**src/include/timer_irq_cfg.svh**
```systemverilog
// register offsets, field positions and reset values of the timer status and irq block
`ifndef TIMER_IRQ_CFG_SVH
`define TIMER_IRQ_CFG_SVH

// ----------------------------------------------------------------------------
// register byte offsets
// ----------------------------------------------------------------------------
`define OFS_STATUS      12'h004
`define OFS_IRQ_ENABLE  12'h00C
`define OFS_IRQ_FLAGS   12'h010
`define OFS_IRQ_FLAG_SET 12'h014
`define OFS_IRQ_FLAG_CLR 12'h018
`define OFS_CHAN_MODE   12'h030
`define OFS_LIMIT_BUF   12'h020

// ----------------------------------------------------------------------------
// field positions and widths
// ----------------------------------------------------------------------------
`define IRQ_W           11
`define IRQ_MASK        11'h773
`define BIT_OVERFLOW    0
`define BIT_UNDERFLOW   1
`define BIT_EVENT0      4
`define BIT_OVERRUN0    8
`define STAT_BUF0       8
`define STAT_LIMIT      11
`define NUM_CHAN        3
`define MODE_W          2
`define MODE_OFF        2'h0
`define LIMIT_W         16

// ----------------------------------------------------------------------------
// reset values and axi response codes
// ----------------------------------------------------------------------------
`define RST_IRQ         11'h000
`define RST_MODE        2'h0
`define RST_LIMIT_BUF   16'h0000
`define AXI_OKAY        2'h0
`define AXI_SLVERR      2'h2

`endif

```
**src/include/timer_irq_pkg.sv**
```systemverilog
// types shared by the timer status and irq block
package timer_irq_pkg;
	typedef logic [10:0] irq_vec_t;
	typedef logic [2:0]  chan_vec_t;
	typedef logic [1:0]  mode_t;
	typedef logic [15:0] limit_t;
endpackage

```
**src/include/timer_irq_if.sv**
```systemverilog
// event interface between the counter-side inputs and the flag logic
`timescale 1ns/1ps
interface timer_evt_if;
	import timer_irq_pkg::*;
	irq_vec_t hw_set;
	irq_vec_t sw_set;
	irq_vec_t sw_clr;
	irq_vec_t enable;
	irq_vec_t flags;
	logic     irq;
	modport src (output hw_set, output sw_set, output sw_clr, output enable,
		input flags, input irq);
	modport dst (input hw_set, input sw_set, input sw_clr, input enable,
		output flags, output irq);
endinterface

```
**src/rtl/timer_irq_regs.sv**
```systemverilog
// axi4-lite register slave for timer status, interrupt enable, flags, set and clear
//
// The AXI4-Lite register port is this design's own decision.
`timescale 1ns/1ps
`include "timer_irq_cfg.svh"

module timer_irq_regs (
	// clock and reset
	input wire logic                     aclk,
	input wire logic                     aresetn,
	// axi4-lite write address
	input wire logic [11:0]              s_axi_awaddr,
	input wire logic                     s_axi_awvalid,
	output logic                         s_axi_awready,
	// axi4-lite write data
	input wire logic [31:0]              s_axi_wdata,
	input wire logic [3:0]               s_axi_wstrb,
	input wire logic                     s_axi_wvalid,
	output logic                         s_axi_wready,
	// axi4-lite write response
	output logic [1:0]                   s_axi_bresp,
	output logic                         s_axi_bvalid,
	input wire logic                     s_axi_bready,
	// axi4-lite read address
	input wire logic [11:0]              s_axi_araddr,
	input wire logic                     s_axi_arvalid,
	output logic                         s_axi_arready,
	// axi4-lite read data
	output logic [31:0]                  s_axi_rdata,
	output logic [1:0]                   s_axi_rresp,
	output logic                         s_axi_rvalid,
	input wire logic                     s_axi_rready,
	// timer core events, one-cycle pulses, plus the per-channel compare mode level
	input wire logic                     overflow_evt,
	input wire logic                     underflow_evt,
	input wire timer_irq_pkg::chan_vec_t chan_evt,
	input wire timer_irq_pkg::chan_vec_t capture_overrun_evt,
	input wire timer_irq_pkg::chan_vec_t chan_buf_write,
	input wire timer_irq_pkg::chan_vec_t chan_compare_mode,
	input wire logic                     limit_buf_write,
	input wire logic                     update_event,
	// channel mode and limit buffer to the core
	output timer_irq_pkg::mode_t         chan0_operating_sel,
	output timer_irq_pkg::mode_t         chan1_operating_sel,
	output timer_irq_pkg::mode_t         chan2_operating_sel,
	output timer_irq_pkg::limit_t        limit_buffer,
	// interrupt
	output logic                         irq
);
	import timer_irq_pkg::*;

	// ------------------------------------------------------------------
	// state
	// ------------------------------------------------------------------
	typedef struct packed {
		logic        awready;
		logic        wready;
		logic        aw_held;
		logic        w_held;
		logic [11:0] awaddr;
		logic [31:0] wdata;
		logic [3:0]  wstrb;
		logic        bvalid;
		logic [1:0]  bresp;
		logic        arready;
		logic        rvalid;
		logic [31:0] rdata;
		logic [1:0]  rresp;
		irq_vec_t    enable;
		mode_t [2:0] mode;
		limit_t      limit_buf;
		irq_vec_t    sw_set;
		irq_vec_t    sw_clr;
		chan_vec_t   off_wr;
		logic        limit_wr;
		logic        irq;
	} reg_state_t;

	reg_state_t s_q;
	reg_state_t s_d;

	timer_evt_if evt ();
	chan_vec_t   chan_pending;
	logic        limit_pending;
	logic        wr_fire;
	logic [31:0] wmask;
	logic [31:0] wval;
	logic [31:0] rd_word;
	logic        rd_hit;
	logic        wr_hit;

	// ------------------------------------------------------------------
	// submodules
	// ------------------------------------------------------------------
	timer_irq_flags u_flags (
		.aclk    (aclk),
		.aresetn (aresetn),
		.ev      (evt)
	);

	timer_buf_status u_buf (
		.aclk           (aclk),
		.aresetn        (aresetn),
		.buf_write      (chan_buf_write),
		.mode_off_write (s_q.off_wr),
		.compare_mode   (chan_compare_mode),
		.limit_write    (s_q.limit_wr || limit_buf_write),
		.update_event   (update_event),
		.chan_pending   (chan_pending),
		.limit_pending  (limit_pending)
	);

	// event routing into the flag bits
	always_comb begin
		evt.hw_set = '0;
		evt.hw_set[`BIT_OVERFLOW]  = overflow_evt;
		evt.hw_set[`BIT_UNDERFLOW] = underflow_evt;
		evt.hw_set[`BIT_EVENT0 +: `NUM_CHAN]   = chan_evt;
		evt.hw_set[`BIT_OVERRUN0 +: `NUM_CHAN] = capture_overrun_evt;
	end
	assign evt.sw_set = s_q.sw_set;
	assign evt.sw_clr = s_q.sw_clr;
	assign evt.enable = s_q.enable;

	// ------------------------------------------------------------------
	// write decode
	// ------------------------------------------------------------------
	// byte-lane mask from strobes
	always_comb begin
		for (int b = 0; b < 4; b++) begin
			wmask[b*8 +: 8] = {8{s_q.wstrb[b]}};
		end
	end
	assign wval    = s_q.wdata & wmask;
	assign wr_fire = s_q.aw_held && s_q.w_held && !s_q.bvalid;
	always_comb begin
		case (s_q.awaddr)
			`OFS_IRQ_ENABLE, `OFS_IRQ_FLAG_SET, `OFS_IRQ_FLAG_CLR,
			`OFS_CHAN_MODE, `OFS_LIMIT_BUF: wr_hit = 1'b1;
			default: wr_hit = 1'b0;
		endcase
	end

	// ------------------------------------------------------------------
	// read decode
	// ------------------------------------------------------------------
	// status word holds channel and limit pending bits
	always_comb begin
		rd_word = 32'h00000000;
		rd_hit  = 1'b1;
		case (s_axi_araddr)
			`OFS_STATUS: begin
				rd_word[`STAT_BUF0 +: `NUM_CHAN] = chan_pending;
				rd_word[`STAT_LIMIT] = limit_pending;
			end
			`OFS_IRQ_ENABLE:   rd_word[`IRQ_W-1:0] = s_q.enable;
			`OFS_IRQ_FLAGS:    rd_word[`IRQ_W-1:0] = evt.flags;
			`OFS_IRQ_FLAG_SET: rd_word = 32'h00000000;
			`OFS_IRQ_FLAG_CLR: rd_word = 32'h00000000;
			`OFS_CHAN_MODE:    rd_word[5:0] = {s_q.mode[2], s_q.mode[1], s_q.mode[0]};
			`OFS_LIMIT_BUF:    rd_word[`LIMIT_W-1:0] = s_q.limit_buf;
			default:           rd_hit = 1'b0;
		endcase
	end

	// ------------------------------------------------------------------
	// next state
	// ------------------------------------------------------------------
	always_comb begin
		s_d = s_q;
		s_d.sw_set   = '0;
		s_d.sw_clr   = '0;
		s_d.off_wr   = '0;
		s_d.limit_wr = 1'b0;
		s_d.irq      = evt.irq;
		// accept address and data in either order, one at a time
		s_d.awready = !s_q.aw_held && !s_axi_awready_take();
		s_d.wready  = !s_q.w_held && !s_axi_wready_take();
		if (s_axi_awvalid && s_q.awready) begin
			s_d.aw_held = 1'b1;
			s_d.awaddr  = s_axi_awaddr;
			s_d.awready = 1'b0;
		end
		if (s_axi_wvalid && s_q.wready) begin
			s_d.w_held = 1'b1;
			s_d.wdata  = s_axi_wdata;
			s_d.wstrb  = s_axi_wstrb;
			s_d.wready = 1'b0;
		end
		// perform the write and raise the response
		if (wr_fire) begin
			s_d.aw_held = 1'b0;
			s_d.w_held  = 1'b0;
			s_d.bvalid  = 1'b1;
			s_d.bresp   = wr_hit ? `AXI_OKAY : `AXI_SLVERR;
			case (s_q.awaddr)
				`OFS_IRQ_ENABLE: s_d.enable =
					(s_q.enable & ~irq_vec_t'(wmask)) |
					(irq_vec_t'(wval) & irq_vec_t'(`IRQ_MASK));
				`OFS_IRQ_FLAG_SET: s_d.sw_set =
					irq_vec_t'(wval) & irq_vec_t'(`IRQ_MASK);
				`OFS_IRQ_FLAG_CLR: s_d.sw_clr =
					irq_vec_t'(wval) & irq_vec_t'(`IRQ_MASK);
				`OFS_CHAN_MODE: begin
					for (int c = 0; c < `NUM_CHAN; c++) begin
						if (s_q.wstrb[0]) begin
							s_d.mode[c] = s_q.wdata[c*2 +: 2];
							s_d.off_wr[c] = (s_q.wdata[c*2 +: 2] == `MODE_OFF);
						end
					end
				end
				`OFS_LIMIT_BUF: begin
					s_d.limit_buf = (s_q.limit_buf & ~wmask[15:0]) | wval[15:0];
					s_d.limit_wr  = |s_q.wstrb[1:0];
				end
				default: ;
			endcase
		end
		if (s_q.bvalid && s_axi_bready) begin
			s_d.bvalid = 1'b0;
			s_d.awready = 1'b1;
			s_d.wready  = 1'b1;
		end
		// read channel: one outstanding read
		if (s_axi_arvalid && s_q.arready) begin
			s_d.arready = 1'b0;
			s_d.rvalid  = 1'b1;
			s_d.rdata   = rd_word;
			s_d.rresp   = rd_hit ? `AXI_OKAY : `AXI_SLVERR;
		end
		if (s_q.rvalid && s_axi_rready) begin
			s_d.rvalid  = 1'b0;
			s_d.arready = 1'b1;
		end
	end

	// ready is dropped while a write waits for its response
	function automatic logic s_axi_awready_take();
		return s_q.bvalid || wr_fire;
	endfunction
	function automatic logic s_axi_wready_take();
		return s_q.bvalid || wr_fire;
	endfunction

	// register the state
	always_ff @(posedge aclk) begin
		if (!aresetn) begin
			s_q         <= '0;
			s_q.awready <= 1'b1;
			s_q.wready  <= 1'b1;
			s_q.arready <= 1'b1;
		end else begin
			s_q <= s_d;
		end
	end

	// ------------------------------------------------------------------
	// outputs
	// ------------------------------------------------------------------
	assign s_axi_awready       = s_q.awready;
	assign s_axi_wready        = s_q.wready;
	assign s_axi_bvalid        = s_q.bvalid;
	assign s_axi_bresp         = s_q.bresp;
	assign s_axi_arready       = s_q.arready;
	assign s_axi_rvalid        = s_q.rvalid;
	assign s_axi_rdata         = s_q.rdata;
	assign s_axi_rresp         = s_q.rresp;
	assign chan0_operating_sel = s_q.mode[0];
	assign chan1_operating_sel = s_q.mode[1];
	assign chan2_operating_sel = s_q.mode[2];
	assign limit_buffer        = s_q.limit_buf;
	assign irq                 = s_q.irq;
endmodule

```
**src/rtl/timer_irq_flags.sv**
```systemverilog
// sticky interrupt flags with hardware set, software set and clear, and masked request
`timescale 1ns/1ps
`include "timer_irq_cfg.svh"
module timer_irq_flags (
	// clock and reset
	input wire logic aclk,
	input wire logic aresetn,
	// events and register strobes
	timer_evt_if.dst ev
);
	import timer_irq_pkg::*;

	typedef struct packed {
		irq_vec_t flags;
		logic     irq;
	} flag_state_t;

	flag_state_t s_q;
	flag_state_t s_d;

	// set beats clear so no event lost in the clear cycle
	always_comb begin
		s_d = s_q;
		s_d.flags = ((s_q.flags & ~ev.sw_clr) | ev.sw_set | ev.hw_set)
			& irq_vec_t'(`IRQ_MASK);
		s_d.irq = |(s_d.flags & ev.enable);
	end

	// register the state
	always_ff @(posedge aclk) begin
		if (!aresetn) begin
			s_q <= '0;
		end else begin
			s_q <= s_d;
		end
	end

	assign ev.flags = s_q.flags;
	assign ev.irq   = s_q.irq;
endmodule

```
**src/rtl/timer_buf_status.sv**
```systemverilog
// pending flags for channel compare buffers and the limit buffer
`timescale 1ns/1ps
`include "timer_irq_cfg.svh"
module timer_buf_status (
	// clock and reset
	input wire logic                     aclk,
	input wire logic                     aresetn,
	// channel side
	input wire timer_irq_pkg::chan_vec_t buf_write,
	input wire timer_irq_pkg::chan_vec_t mode_off_write,
	input wire timer_irq_pkg::chan_vec_t compare_mode,
	// limit side
	input wire logic                     limit_write,
	input wire logic                     update_event,
	// status
	output timer_irq_pkg::chan_vec_t     chan_pending,
	output logic                         limit_pending
);
	import timer_irq_pkg::*;

	typedef struct packed {
		chan_vec_t chan;
		logic      limit;
	} buf_state_t;

	buf_state_t s_q;
	buf_state_t s_d;

	// pending until the update event moves the value; off write clears
	always_comb begin
		s_d = s_q;
		for (int i = 0; i < `NUM_CHAN; i++) begin
			if (mode_off_write[i] || !compare_mode[i]) begin
				s_d.chan[i] = 1'b0;
			end else if (buf_write[i]) begin
				s_d.chan[i] = 1'b1;
			end else if (update_event) begin
				s_d.chan[i] = 1'b0;
			end
		end
		if (limit_write) begin
			s_d.limit = 1'b1;
		end else if (update_event) begin
			s_d.limit = 1'b0;
		end
	end

	// register the state
	always_ff @(posedge aclk) begin
		if (!aresetn) begin
			s_q <= '0;
		end else begin
			s_q <= s_d;
		end
	end

	assign chan_pending  = s_q.chan;
	assign limit_pending = s_q.limit;
endmodule

```
**config.mk**
```make
export PLATFORM = sky130hd
export DESIGN_NAME = timer_irq_regs
export DESIGN_NICKNAME = d
export VERILOG_FILES = /design/src/include/timer_irq_pkg.sv /design/src/include/timer_irq_if.sv /design/src/rtl/timer_irq_regs.sv /design/src/rtl/timer_irq_flags.sv /design/src/rtl/timer_buf_status.sv
export VERILOG_INCLUDE_DIRS = /design/src /design/src/include
export SDC_FILE = /design/constraint.sdc
export NUM_CORES = 1
export LEC_CHECK = 0
export BUFFER_PORTS_ARGS = -buffer_cell sky130_fd_sc_hd__buf_2
export CAP_MARGIN = 10
export CORE_MARGIN = 2
export CORE_UTILIZATION = 47
export DETAILED_ROUTE_END_ITERATION = 10
export PLACE_DENSITY = 0.86
export SYNTH_ARGS = -nofsm -noshare
export SYNTH_HDL_FRONTEND = slang
export SYNTH_HIERARCHICAL = 1
export SYNTH_SLANG_ARGS = --single-unit
export TNS_END_PERCENT = 1
```
**constraint.sdc**
```tcl
create_clock -name aclk -period 1.8 [get_ports aclk]
set_clock_uncertainty 0.15 [all_clocks]
set_input_delay 0.27 -clock aclk [delete_from_list [all_inputs] [get_ports aclk]]
set_output_delay 0.27 -clock aclk [all_outputs]
set_load 0.02 [all_outputs]
```
==> results_dict.tcl <==
set metrics [dict create \
    status "finished, violations left" \
    violations "setup timing" \
    max_freq_mhz 478 \
    dr_wl_met3_um 704 \
    critPathTopFamily "simple AND/OR/NAND/NOR gates" \
    pin_count 147 \
    wl_per_cell_um 15.0 \
    end_kind "register" \
    cts_tree "yes" \
    placedCellCount 796 \
    yosys.area.top_type "dfxtp_1" \
    arrival_ns 2.29 \
    nNetsFinal 799 \
    finalSetupViolCount 52 \
    synth_area_mm2 0.00543 \
    areaGrowthSynthToFinish_pct 30.1 \
    clk_latency_ns 0.41 \
    p_leak_nw 3.04 \
    syn-instance-count 586 \
    drtIter0Drc 266 \
    n_antenna_cell 0 \
    hold_ws_ns 0.0289 \
    min_period_over_period_pct 116 \
    r2r_start "s_q[143]" \
    worstMarginPinSlew_ns 0.689 \
    period_needed_ns 2.09 \
    coreArea_mm2 0.0114 \
    crit_slowest_cell "or4_4" \
    start_util_pct 47.8 \
    die_y_um 112 \
    hold_end "s_q[109]" \
    path_buf_inv 0 \
    ys_ff_latch 122 \
    port-buffer-count 110 \
    synth_area_leaders "dfxtp_1 (45%), nand2_1 (9.0%), buf_4 (8.7%)" \
    overflow 0 \
    first_pass_iters 5 \
    maxSlewViolCount 0 \
    synth_edf_count 0 \
    avgSynthCellArea_um2 9.27 \
    synth-async-reset-ratio_pct 0 \
    dpl.hpwl_um 8830 \
    cts_sinks 122 \
    hp-class "input pin to register" \
    fp.dieW_um 112 \
    reg2reg_depth 4 \
    r2r_slack_ns -0.29 \
    path_cells "or4_4 > or3_4 > nor4b_4 > and2_1" \
    worstSetupPathType "register to register" \
    synthFlopType "dfxtp_1" \
    cts.htree.levels 4 \
    cpPeakStageDelay_ns 0.58 \
    p_per_area_mw_per_mm2 1060 \
    setup_ws_ns -0.292 \
    drcViolationCount 0 \
    synth.most_common_cell "nand2_1" \
    utilization_pct 62.2 \
    routed_via_density 5.09 \
    std_cell_rows 39 \
    synth_cell_types 56 \
    finalNonFillerCells 872 \
    rsz0062_at_grt "yes" \
    drive_gt1_share_pct 27.7 \
    worstPathMaxFanout 5 \
    dp_slack_ns -0.250 \
    synth_seq_area_share_pct 45.0 \
    wl_met1_um 5770 \
    track_usage_pct 21.1 \
    highest_layer "met4" \
    grt_pass1_vias 4427 \
    synth_common_cells "nand2_1 (130), dfxtp_1 (122), buf_4 (63), mux2i_1 (34), a21boi_0 (33)" \
    relSlewSlack_pct 54.1 \
    n_fill_cell 886 \
    synth_top_area_share_pct 45.0 \
    ir_worst_vdd_uv 595 \
    hp-start "s_axi_wdata[6]" \
    crit_start "s_q[143]" \
    r2r-end "evt.sw_set[1]" \
    antenna_found_initial 0 \
    vias 4438 \
    required_ns 2.00 \
    start_kind "register" \
    drv_cap 0 \
    grt_pass1_wl_um 21400 \
    clkTransAtPathRegs_ns 0.06 \
    numCtsBuffers 17 \
    die_area_mm2 0.0124 \
    clock-root-buffer "clkbuf_16" \
    hold_depth 3 \
    drtAntennaViolNets 0 \
    clock_path_buffers 2 \
    grt_max_degree 42 \
    yosysWarnings 6 \
    gp_congestion 0.821 \
    wl_met2_um 6490 \
    finalHoldViolCount 0 \
    drt-total-wl_um 13100 \
]
-- layout by cell type, fill, tap and decap left out, types with 3 or more instances in the layout --
cell             n
inv_1           12
buf_2          110
a211oi_1         4
nor2_1          10
o31ai_2          4
dfxtp_1        120
a222oi_1         6
conb_1          21
nand3b_1         4
mux2_2           6
and2_1          21
o31a_1           4
buf_4           22
o2111ai_1        3
dlygate4sd3_1   44
mux2i_1         34
o22a_1           3
bufinv_16        7
nand4_1          3
nor2b_4          3
a22oi_1          9
buf_12           3
and3_1           4
clkbuf_16       17
nor4b_1          3
nand2_1        130
a21boi_0        33
nor4b_2          3
nor2b_1         11
a211oi_2         4
nand2b_1         6
o21ai_0         13
-- power breakdown --
| group | leakage (nW) | internal (W) | total, W | switching, W |
|---|---|---|---|---|
| sequential | 0.993 | 0.00278 | 0.00285 | 0.0000663 |
| clock | 0.337 | 0.00281 | 0.00401 | 0.00120 |
| combinational | 1.71 | 0.000280 | 0.000608 | 0.000328 |
-- timing repair --
action                                  4_1_cts  5_1_grt
hold endpoints to repair                     43        0
hold buffers                                 44        0
setup buffers                                 0        0
endpoints found under the setup margin       52       52
gates resized for setup                       4        3
pin swaps                                     6        5
-- through the flow --
| step | setup TNS [ns] | power (W) | instance area [um^2] |
|---|---|---|---|
| after global routing | -12.32 | 0.00769 | 7070 |
| after floorplan | -2.40 | 0.00325 | 5500 |
| after global placement | -7.57 | 0.00340 | 5900 |
| final | -9.83 | 0.00747 | 7070 |
| after CTS | -8.98 | 0.00749 | 7060 |
| after detailed placement | -9.49 | 0.00342 | 5900 |
-- per-layer routing --
metal | vias to the layer above | track usage, %
met3 | 13 | 4.68
met1 | 2075 | 26.4
li1 | 2187 | -
met5 | - | 0
met2 | 163 | 37.0
met4 | 0 | 5.60
-- worst max path at each step --
stage               endpoint  slack (ns)  cells after the start
2_1_floorplan  evt.sw_set[0]       -0.11                      4
3_3_place_gp   evt.sw_set[8]       -0.19                      4
3_5_place_dp   evt.sw_clr[0]       -0.25                      4
4_1_cts        evt.sw_set[0]       -0.27                      4
5_1_grt             register       -0.33                      5
6_report       evt.sw_set[1]       -0.29                      4
-- cells by family (layout without fill, tap and decap cells) --
family	after synthesis	after routing	synth area share (%)
and+or+nand+nor	223	223	21.8
DFF	122	122	45.0
buffers and inverters	100	224	11.3
AOI/OAI and AO/OA	98	98	14.2
muxes	40	40	7.51
other	2	21	0.138
xor gates and xnor gates	1	1	0.161
-- tightest hold or removal path: cells and delay by family --
kind / cells / cell delay (ns)
AO/OA/AOI/OAI: 1 / 0.08
buffers and inverters: 1 / 0.11
AND/OR/NAND/NOR: 1 / 0.07
-- layout make-up --
type | instances | area [um^2] | share of cell area [%]
clock buffers | 21 | 460 | 6.52
clock inverters | 11 | 240 | 3.40
inverters | 12 | 45.0 | 0.637
repair buffers | 180 | 1230 | 17.4
well taps | 143 | 179 | 2.53
flip-flops and latches | 122 | 2440 | 34.6
multi-input cells | 383 | 2470 | 35.0
(Power assumes the default switching activity.)
